## src/drive_status_pkg.sv

```systemverilog
package drive_status_pkg;

  localparam int unsigned ADDR_W       = 12;
  localparam int unsigned DATA_W       = 32;
  localparam int unsigned CODE_W       = 3;
  localparam int unsigned SPEED_W      = 14;
  localparam int unsigned PIN_SEL_W    = 3;
  localparam int unsigned NUM_PINS     = 6;
  localparam int unsigned NUM_SIGS     = 6;

  // register byte offsets
  localparam logic [ADDR_W-1:0] CTRL_OFS       = 12'h000;
  localparam logic [ADDR_W-1:0] ROT_LEVEL_OFS  = 12'h004;
  localparam logic [ADDR_W-1:0] LIN_LEVEL_OFS  = 12'h008;
  localparam logic [ADDR_W-1:0] ALLOC_A_OFS    = 12'h00C;
  localparam logic [ADDR_W-1:0] ALLOC_B_OFS    = 12'h010;
  localparam logic [ADDR_W-1:0] CODE_ALLOC_OFS = 12'h014;
  localparam logic [ADDR_W-1:0] STATUS_OFS     = 12'h018;

  // control register fields
  localparam int unsigned CTRL_WARN_SEL_BIT = 0;
  localparam int unsigned CTRL_LINEAR_BIT   = 1;
  localparam int unsigned CTRL_ABS_ENC_BIT  = 2;
  localparam int unsigned CTRL_NO_POL_BIT   = 3;
  localparam int unsigned CTRL_RESTART_BIT  = 4;

  // allocation fields, pin select 0 means not used, 1..6 pick a pin
  localparam int unsigned ALLOC_MOTION_LSB = 0;
  localparam int unsigned ALLOC_READY_LSB  = 4;
  localparam int unsigned ALLOC_WARN_LSB   = 0;
  localparam int unsigned ALLOC_CODE0_LSB  = 0;
  localparam int unsigned ALLOC_CODE1_LSB  = 4;
  localparam int unsigned ALLOC_CODE2_LSB  = 8;

  // status register fields
  localparam int unsigned STAT_CODE_LSB    = 0;
  localparam int unsigned STAT_WARN_BIT    = 3;
  localparam int unsigned STAT_MOTION_BIT  = 4;
  localparam int unsigned STAT_READY_BIT   = 5;
  localparam int unsigned STAT_WSEL_BIT    = 6;
  localparam int unsigned STAT_POL_RUN_BIT = 7;
  localparam int unsigned STAT_POL_OK_BIT  = 8;

  // detection level range and default
  localparam logic [SPEED_W-1:0] LEVEL_MIN     = 14'h0001;
  localparam logic [SPEED_W-1:0] LEVEL_MAX     = 14'h2710;
  localparam logic [SPEED_W-1:0] LEVEL_DEFAULT = 14'h0014;

  // default pin allocations
  localparam logic [PIN_SEL_W-1:0] PIN_NONE        = 3'h0;
  localparam logic [PIN_SEL_W-1:0] MOTION_PIN_DEF  = 3'h2;
  localparam logic [PIN_SEL_W-1:0] READY_PIN_DEF   = 3'h3;
  localparam logic [PIN_SEL_W-1:0] CODE0_PIN_DEF   = 3'h4;
  localparam logic [PIN_SEL_W-1:0] CODE1_PIN_DEF   = 3'h5;
  localparam logic [PIN_SEL_W-1:0] CODE2_PIN_DEF   = 3'h6;

  localparam logic [CODE_W-1:0] CODE_NONE = 3'h0;

  typedef struct packed {
    logic               main_power_on;
    logic               hw_base_block;
    logic               alarm_active;
    logic [CODE_W-1:0]  alarm_code;
    logic               warning_active;
    logic [CODE_W-1:0]  warning_code;
    logic               abs_data_request;
    logic               abs_transfer_done;
    logic               polarity_done;
    logic               servo_on;
    logic [SPEED_W-1:0] speed;
  } drive_in_t;

  typedef struct packed {
    logic warn_sel;
    logic linear;
    logic abs_enc;
    logic no_pol_sensor;
  } drive_cfg_t;

  typedef enum logic [2:0] {
    POL_FIRST   = 3'b001,
    POL_RUNNING = 3'b010,
    POL_DONE    = 3'b100
  } pol_state_t;

endpackage

```

## src/pin_or_mapper.sv

```systemverilog
module pin_or_mapper
  import drive_status_pkg::*;
(
  input  wire logic [NUM_SIGS-1:0]           sig_in,
  input  wire logic [NUM_SIGS*PIN_SEL_W-1:0] sel_in,
  output logic      [NUM_PINS-1:0]           pin_out
);

  // pins are numbered 1..NUM_PINS, select 0 leaves a signal unconnected
  genvar p;
  genvar s;
  generate
    for (p = 0; p < NUM_PINS; p = p + 1) begin : g_pin
      wire [NUM_SIGS-1:0] hit;
      for (s = 0; s < NUM_SIGS; s = s + 1) begin : g_sig
        assign hit[s] = sig_in[s] && (sel_in[s*PIN_SEL_W +: PIN_SEL_W] == PIN_SEL_W'(p + 1));
      end
      assign pin_out[p] = |hit;
    end
  endgenerate

endmodule

```

## src/drive_status_outputs.sv

```systemverilog
// How it works
// - three code lines report active fault
// - warning flag closed while warning exists
// - select zero: alarm codes only
// - select one: warning and alarm codes
// - alarm code wins over warning code
// - rotary: motion when speed at rotary level
// - linear: motion when speed at linear level
// - motion inactive below applicable level
// - level 1 to 10000, default 20
// - ready needs power, no base block, no alarm
// - ready active when enable can be accepted
// - absolute encoder: ready low while request low
// - absolute encoder: wait for position transfer
// - no polarity sensor: detection must be done
// - first enable skips check, starts detection
// - shared pin drives or of its signals
module drive_status_outputs
  import drive_status_pkg::*;
(
  input  wire logic              pclk,
  input  wire logic              presetn,
  input  wire logic              psel,
  input  wire logic              penable,
  input  wire logic              pwrite,
  input  wire logic [ADDR_W-1:0] paddr,
  input  wire logic [DATA_W-1:0] pwdata,
  output logic      [DATA_W-1:0] prdata,
  output logic                   pready,
  output logic                   pslverr,
  input  wire drive_in_t         drive_in,
  output logic                   fault_code_bit0,
  output logic                   fault_code_bit1,
  output logic                   fault_code_bit2,
  output logic                   warning_flag,
  output logic                   motion_detected_n,
  output logic                   servo_ready,
  output logic                   polarity_detect_start,
  output logic      [NUM_PINS-1:0] out_pin_closed
);

  // range check shared by both level registers
  function automatic logic level_ok(input logic [DATA_W-1:0] v);
    level_ok = (v >= DATA_W'(LEVEL_MIN)) && (v <= DATA_W'(LEVEL_MAX));
  endfunction

  // registers
  drive_cfg_t                cfg_q;
  drive_cfg_t                cfg_d;
  logic                      warn_sel_act_q;
  logic                      warn_sel_act_d;
  logic [SPEED_W-1:0]        rot_level_q;
  logic [SPEED_W-1:0]        rot_level_d;
  logic [SPEED_W-1:0]        lin_level_q;
  logic [SPEED_W-1:0]        lin_level_d;
  logic [PIN_SEL_W-1:0]      motion_pin_q;
  logic [PIN_SEL_W-1:0]      ready_pin_q;
  logic [PIN_SEL_W-1:0]      warn_pin_q;
  logic [PIN_SEL_W-1:0]      code0_pin_q;
  logic [PIN_SEL_W-1:0]      code1_pin_q;
  logic [PIN_SEL_W-1:0]      code2_pin_q;
  logic                      boot_q;
  pol_state_t                pol_q;
  pol_state_t                pol_d;
  logic [CODE_W-1:0]         code_q;
  logic [CODE_W-1:0]         code_d;
  logic                      warn_q;
  logic                      motion_n_q;
  logic                      ready_q;
  logic                      ready_d;
  logic                      pol_start_q;
  logic                      pol_start_d;
  logic [NUM_PINS-1:0]       pins_q;
  logic [NUM_PINS-1:0]       pins_d;
  logic                      pready_q;
  logic                      pready_d;
  logic                      pslverr_q;
  logic                      pslverr_d;
  logic [DATA_W-1:0]         prdata_q;
  logic [DATA_W-1:0]         prdata_d;

  // bus decode: one wait state, so every bus output is a flop
  wire access   = psel && penable;
  wire wr_en    = access && pready_q && pwrite;
  wire hit_ctrl = (paddr == CTRL_OFS);
  wire hit_rot  = (paddr == ROT_LEVEL_OFS);
  wire hit_lin  = (paddr == LIN_LEVEL_OFS);
  wire hit_a    = (paddr == ALLOC_A_OFS);
  wire hit_b    = (paddr == ALLOC_B_OFS);
  wire hit_code = (paddr == CODE_ALLOC_OFS);
  wire hit_stat = (paddr == STATUS_OFS);
  wire mapped   = hit_ctrl || hit_rot || hit_lin || hit_a || hit_b || hit_code || hit_stat;
  wire ro_write = pwrite && hit_stat;

  wire wr_ctrl  = wr_en && hit_ctrl;
  wire wr_rot   = wr_en && hit_rot;
  wire wr_lin   = wr_en && hit_lin;
  wire wr_a     = wr_en && hit_a;
  wire wr_b     = wr_en && hit_b;
  wire wr_code  = wr_en && hit_code;
  // restart strobe reloads the running code selection
  wire restart  = wr_ctrl && pwdata[CTRL_RESTART_BIT];

  // status is read only, a write there is answered with an error
  assign pready_d  = access && !pready_q;
  assign pslverr_d = pready_d && (!mapped || ro_write);

  assign cfg_d = wr_ctrl ? '{warn_sel:      pwdata[CTRL_WARN_SEL_BIT],
                             linear:        pwdata[CTRL_LINEAR_BIT],
                             abs_enc:       pwdata[CTRL_ABS_ENC_BIT],
                             no_pol_sensor: pwdata[CTRL_NO_POL_BIT]} : cfg_q;

  // staged copy only reaches the code lines at restart or reset
  assign warn_sel_act_d = (restart || boot_q) ? (wr_ctrl ? pwdata[CTRL_WARN_SEL_BIT] : cfg_q.warn_sel)
                                              : warn_sel_act_q;

  // out of range writes are dropped, old level stays
  assign rot_level_d = (wr_rot && level_ok(pwdata)) ? pwdata[SPEED_W-1:0] : rot_level_q;
  assign lin_level_d = (wr_lin && level_ok(pwdata)) ? pwdata[SPEED_W-1:0] : lin_level_q;

  // fault code selection
  wire show_warn = warn_sel_act_q && drive_in.warning_active;
  assign code_d  = drive_in.alarm_active ? drive_in.alarm_code
                 : show_warn             ? drive_in.warning_code
                 :                         CODE_NONE;

  // motion detection, compare is immediate on the active level
  wire [SPEED_W-1:0] level_sel = cfg_q.linear ? lin_level_q : rot_level_q;
  wire               motion_d  = (drive_in.speed >= level_sel);

  // polarity detection sequence
  wire pol_needed = cfg_q.no_pol_sensor;
  always_comb begin
    pol_d       = pol_q;
    pol_start_d = 1'b0;
    case (pol_q)
      POL_FIRST: begin
        if (pol_needed && drive_in.servo_on) begin
          pol_d       = POL_RUNNING;
          pol_start_d = 1'b1;
        end
      end
      POL_RUNNING: begin
        if (drive_in.polarity_done) begin
          pol_d = POL_DONE;
        end
      end
      // done is left only by reset, which also rearms the first-enable skip
      POL_DONE: begin
        pol_d = POL_DONE;
      end
      default: begin
        pol_d = POL_FIRST;
      end
    endcase
  end

  // before first enable the polarity term is not counted
  wire pol_ok  = !pol_needed || (pol_q == POL_FIRST) || (pol_q == POL_DONE) ||
                 drive_in.polarity_done;
  wire base_ok = drive_in.main_power_on && !drive_in.hw_base_block && !drive_in.alarm_active;
  // a slow host may raise the request late, ready simply waits for it
  wire abs_ok  = !cfg_q.abs_enc || (drive_in.abs_data_request && drive_in.abs_transfer_done);
  assign ready_d = base_ok && abs_ok && pol_ok;

  // pin mapping, warning stays off every pin until allocated
  wire [NUM_SIGS-1:0]           map_sig = {code_d[2], code_d[1], code_d[0],
                                           drive_in.warning_active, ready_d, motion_d};
  wire [NUM_SIGS*PIN_SEL_W-1:0] map_sel = {code2_pin_q, code1_pin_q, code0_pin_q,
                                           warn_pin_q, ready_pin_q, motion_pin_q};

  // pins take next-state values so they line up with the status flops
  pin_or_mapper u_map (
    .sig_in  (map_sig),
    .sel_in  (map_sel),
    .pin_out (pins_d)
  );

  // read mux
  wire [DATA_W-1:0] rd_ctrl = DATA_W'({cfg_q.no_pol_sensor, cfg_q.abs_enc, cfg_q.linear, cfg_q.warn_sel});
  wire [DATA_W-1:0] rd_a    = (DATA_W'(motion_pin_q) << ALLOC_MOTION_LSB) |
                              (DATA_W'(ready_pin_q) << ALLOC_READY_LSB);
  wire [DATA_W-1:0] rd_b    = DATA_W'(warn_pin_q) << ALLOC_WARN_LSB;
  wire [DATA_W-1:0] rd_code = (DATA_W'(code0_pin_q) << ALLOC_CODE0_LSB) |
                              (DATA_W'(code1_pin_q) << ALLOC_CODE1_LSB) |
                              (DATA_W'(code2_pin_q) << ALLOC_CODE2_LSB);
  wire [DATA_W-1:0] rd_stat = (DATA_W'(code_q) << STAT_CODE_LSB) |
                              (DATA_W'(warn_q) << STAT_WARN_BIT) |
                              (DATA_W'(!motion_n_q) << STAT_MOTION_BIT) |
                              (DATA_W'(ready_q) << STAT_READY_BIT) |
                              (DATA_W'(warn_sel_act_q) << STAT_WSEL_BIT) |
                              (DATA_W'(pol_q == POL_RUNNING) << STAT_POL_RUN_BIT) |
                              (DATA_W'(pol_q == POL_DONE) << STAT_POL_OK_BIT);
  wire [DATA_W-1:0] rd_mux  = hit_ctrl ? rd_ctrl
                            : hit_rot  ? DATA_W'(rot_level_q)
                            : hit_lin  ? DATA_W'(lin_level_q)
                            : hit_a    ? rd_a
                            : hit_b    ? rd_b
                            : hit_code ? rd_code
                            : hit_stat ? rd_stat
                            :            '0;
  assign prdata_d = (pready_d && !pwrite) ? rd_mux : prdata_q;

  always_ff @(posedge pclk or negedge presetn) begin
    if (!presetn) begin
      pready_q  <= 1'b0;
      pslverr_q <= 1'b0;
      prdata_q  <= '0;
    end else begin
      pready_q  <= pready_d;
      pslverr_q <= pslverr_d;
      prdata_q  <= prdata_d;
    end
  end

  always_ff @(posedge pclk or negedge presetn) begin
    if (!presetn) begin
      cfg_q          <= '0;
      warn_sel_act_q <= 1'b0;
      boot_q         <= 1'b1;
      rot_level_q    <= LEVEL_DEFAULT;
      lin_level_q    <= LEVEL_DEFAULT;
    end else begin
      cfg_q          <= cfg_d;
      warn_sel_act_q <= warn_sel_act_d;
      boot_q         <= 1'b0;
      rot_level_q    <= rot_level_d;
      lin_level_q    <= lin_level_d;
    end
  end

  always_ff @(posedge pclk or negedge presetn) begin
    if (!presetn) begin
      motion_pin_q <= MOTION_PIN_DEF;
      ready_pin_q  <= READY_PIN_DEF;
    end else if (wr_a) begin
      motion_pin_q <= pwdata[ALLOC_MOTION_LSB +: PIN_SEL_W];
      ready_pin_q  <= pwdata[ALLOC_READY_LSB +: PIN_SEL_W];
    end
  end

  always_ff @(posedge pclk or negedge presetn) begin
    if (!presetn) begin
      warn_pin_q <= PIN_NONE;
    end else if (wr_b) begin
      warn_pin_q <= pwdata[ALLOC_WARN_LSB +: PIN_SEL_W];
    end
  end

  always_ff @(posedge pclk or negedge presetn) begin
    if (!presetn) begin
      code0_pin_q <= CODE0_PIN_DEF;
      code1_pin_q <= CODE1_PIN_DEF;
      code2_pin_q <= CODE2_PIN_DEF;
    end else if (wr_code) begin
      code0_pin_q <= pwdata[ALLOC_CODE0_LSB +: PIN_SEL_W];
      code1_pin_q <= pwdata[ALLOC_CODE1_LSB +: PIN_SEL_W];
      code2_pin_q <= pwdata[ALLOC_CODE2_LSB +: PIN_SEL_W];
    end
  end

  // status flops, one cycle behind the inputs
  always_ff @(posedge pclk or negedge presetn) begin
    if (!presetn) begin
      pol_q       <= POL_FIRST;
      pol_start_q <= 1'b0;
      code_q      <= CODE_NONE;
      warn_q      <= 1'b0;
      motion_n_q  <= 1'b1;
      ready_q     <= 1'b0;
      pins_q      <= '0;
    end else begin
      pol_q       <= pol_d;
      pol_start_q <= pol_start_d;
      code_q      <= code_d;
      warn_q      <= drive_in.warning_active;
      motion_n_q  <= !motion_d;
      ready_q     <= ready_d;
      pins_q      <= pins_d;
    end
  end

  // motion flag is flopped active low, no gate sits after the flop
  assign prdata                = prdata_q;
  assign pready                = pready_q;
  assign pslverr               = pslverr_q;
  assign fault_code_bit0       = code_q[0];
  assign fault_code_bit1       = code_q[1];
  assign fault_code_bit2       = code_q[2];
  assign warning_flag          = warn_q;
  assign motion_detected_n     = motion_n_q;
  assign servo_ready           = ready_q;
  assign polarity_detect_start = pol_start_q;
  assign out_pin_closed        = pins_q;

endmodule

```

## config.mk

```make
export PLATFORM = sky130hd
export DESIGN_NAME = drive_status_outputs
export DESIGN_NICKNAME = d
export VERILOG_FILES = /design/src/drive_status_pkg.sv /design/src/pin_or_mapper.sv /design/src/drive_status_outputs.sv
export SDC_FILE = /design/constraint.sdc
export NUM_CORES = 1
export LEC_CHECK = 0
export ABC_AREA = 1
export CELL_PAD_IN_SITES_DETAIL_PLACEMENT = 0
export CELL_PAD_IN_SITES_GLOBAL_PLACEMENT = 1
export CORE_MARGIN = 10
export CORE_UTILIZATION = 39
export CTS_CLUSTER_SIZE = 20
export DETAILED_ROUTE_END_ITERATION = 8
export DONT_BUFFER_PORTS = 1
export GPL_TIMING_DRIVEN = 0
export PLACE_DENSITY_LB_ADDON = 0.1
export RECOVER_POWER = 25
export SYNTH_ARGS = -nofsm -noshare
export SYNTH_HDL_FRONTEND = slang
export SYNTH_SLANG_ARGS = --single-unit
```

## constraint.sdc

```tcl
create_clock -name pclk -period 2.2 [get_ports pclk]
set_clock_uncertainty 0.05 [all_clocks]
set_input_delay 0.22 -clock pclk [delete_from_list [all_inputs] [get_ports pclk]]
set_output_delay 0.22 -clock pclk [all_outputs]
set_load 0.01 [all_outputs]
```

==> metrics <==
Seq pwr share 45.3%; Reg2Reg Setup Slack slightly above 0.1 ns; initial DRC count 386; max-cap violations 0; GPL Wtd Cong about 0.92; Mean Syn Cell Area 7.47 sq um; final slew viol count 0; Cells after DPL 879; Worst setup EP type register; post-DP HPWL about 13000 um; DR vias/cell ~5.3; switch share between 20% and 30%; grt ovf 0; worst-case reg-to-reg path depth 12; worst min path class primary input to asynchronous set/reset pin; min Tclk post-route 2.10 ns; Clk Latency, worst-skew pair 0.35 ns; total power 0.00346 W; Synth area leader dfrtp_1; pin count of the biggest net entering global routing 85; final wirelength 17600 um; Worst R2R End out_pin_closed[1]; Final Hold Vio Count 84; most area-consuming cells after synthesis dfrtp_1, nand2_1, dfstp_2; RSZ-0062 raised after global routing true; cts hold-fix bufs 19; Peak VDD IR 0.280 mV; WL/cell 19.1 um; Switch Pwr 0.000834 W; via count 4848; violated checks negative hold slack; outcome complete, but fails checks; # IOs 124; GRT Util Overall 18.9%; vias in the first global route roughly 4.7k; EDFF count, synth 0; max_slew headroom around three fifths; DIE AREA 18200 sq um; chip width 135 um; Worst EP arrival ~2.3 ns; CTS tree built; sequential element share of the synthesized area 41.2%; leak pwr 2.89 nW; Finished Layout Cells 918; Critical R2R Launch cfg_q[2]; Synth async-reset ratio 100%; clock root cell clkbuf_16; FF+latch count, synth 84; most used flip-flop cell after synthesis dfrtp_1; Synth Instances 689; Area Growth Syn to Fin 18.4%; crit path kind register to register; Fmax 0.477 GHz; Int Power 0.00263 W; DIE HEIGHT 135 um; number of port buffers 0; initial core utilization 40.3%; nets 832; clock network fraction of total power 47.9%; mapped cell area 5150 sq um; first-pass GRT wire length 26500 um; post-route ant nets 0; fin crit share between 90 and 100%; Clock transition at path regs 0.06 ns; initial antenna violation count 0; final setup fails 0; Hold WS -0.488 ns; DRT Pass-1 Iters 5; synth cell count leaders nand2_1, dfrtp_1, inv_1; CTS Buf Count 9; Worst-Margin Slew slightly above 0.6 ns; Unique masters post-synth 41; Crit path required time 2.38 ns; startpoint types register; core area between 10000 and 15000 sq um; H-tree level count 3; worst-path maximum fanout 6; Residual DRC 0; setup_tns 0 ns; PwrDens roughly 570 nW/um^2; synth warn 0; share of Yosys cell area claimed by the top area cell type about a third; combinational fraction of design power 6.8%; # rows 41; CTS max path bufs 2; top-count cell post-synth nand2_1; clock sinks 84; Antenna diodes 0; share of cells above drive strength 1 14.2%
[flip-flops by register name, summed over array words and instances (netlist names), 3 cells and up]
register / cells
prdata: 14
code1_pin_q: 3
out_pin_closed: 6
pol_q: 3
warn_pin_q: 3
lin_level_q: 14
ready_pin_q: 3
code_q: 3
cfg_q: 3
code0_pin_q: 3
motion_pin_q: 3
rot_level_q: 14
code2_pin_q: 3
[stage by stage]
stage | setup WS [ns] | instance area (sq um) | hold WS [ns] | utilization, %
finish | 0.104 | 6100 | -0.488 | 47.7
global route | -0.00312 | 6100 | -0.496 | 47.7
detailed placement | -0.663 | 5430 | -0.121 | 42.5
global placement | -0.692 | 5430 | -0.121 | 42.5
floorplan | 0.0296 | 5220 | -0.126 | -
CTS | 0.00888 | 5980 | -0.497 | 46.8
[worst max-delay path by stage]
stage,from,to,slack (ns),cells past startpoint
2_1_floorplan,cfg_q[2],out_pin_closed[3],0.03,10
6_report,cfg_q[2],out_pin_closed[1],0.10,12
5_1_grt,cfg_q[2],out_pin_closed[2],-0.003,10
4_1_cts,cfg_q[2],out_pin_closed[3],0.009,9
3_3_place_gp,cfg_q[2],out_pin_closed[3],-0.69,10
3_5_place_dp,cfg_q[2],out_pin_closed[3],-0.66,13
[cell usage in the layout (no fill, tap or decap), types with 5 or more instances in the layout]
master,instances
ha_1,13
dfstp_2,15
inv_1,67
dfrtp_1,68
clkbuf_16,10
o21ai_0,38
nand2_1,202
nor4_1,5
conb_1,19
buf_4,30
nand4_1,57
nand3_1,44
nor3_1,8
nor2_1,58
a21oi_1,11
o21ai_1,16
dlygate4sd3_1,19
[power by group through the flow]
stage                     logic, W  registers [W]  clock network (W)
after floorplan           0.000141        0.00159                  0
after global placement    0.000181        0.00160                  0
after detailed placement  0.000183        0.00160                  0
after CTS                 0.000220        0.00157            0.00168
after global routing      0.000258        0.00157            0.00174
final                     0.000235        0.00157            0.00166
[logic make-up (layout without fill, tap and decap cells)]
kind of cell | Yosys count | after routing | share of synthesized area (%)
and+or+nand+nor | 397 | 397 | 35.9
buffers and inverters | 109 | 148 | 10.3
adders and majority gates | 14 | 14 | 3.40
muxes | 5 | 5 | 0.972
AOI/OAI and AO/OA | 79 | 79 | 8.11
DFF | 84 | 84 | 41.2
other | 1 | 19 | 0.0728
[routing by layer]
layer  share of wire, %  GRT usage (%)
met1                 46           25.9
met2                 44           28.2
met3                9.0           4.64
met4                1.5           6.83
met5                  0              0
[repair_timing]
action                                 4_1_cts  5_1_grt
gates cloned                                 0        1
endpoints found under the hold margin      119       84
resized for setup                           13       25
setup buffers                                2        2
pin swaps                                    0        6
setup endpoints to repair                    7       17
[critical path, stage by stage (launching register included)]
cell and delay (ns):
dfrtp_2 0.48, buf_8 0.17, nand2_1 0.08, o21ai_2 0.07, ha_1 0.29, nand2_1 0.13, nor2_1 0.06, o21ai_0 0.07
o211ai_1 0.11, nand2_1 0.13, nand3_4 0.13, nand3_1 0.11, nand3_1 0.09
[cell type report]
type | instances | area, sq um
buffer | 36 | 275
timing repair buffer | 24 | 249
clock buffer | 12 | 267
sequential | 84 | 2120
multi-input combinational | 514 | 2640
inverter | 72 | 273
fill | 1309 | 6680
clock inverter | 4 | 56.3
tap | 172 | 215
No activity file was read; power rests on OpenSTA's default activity.
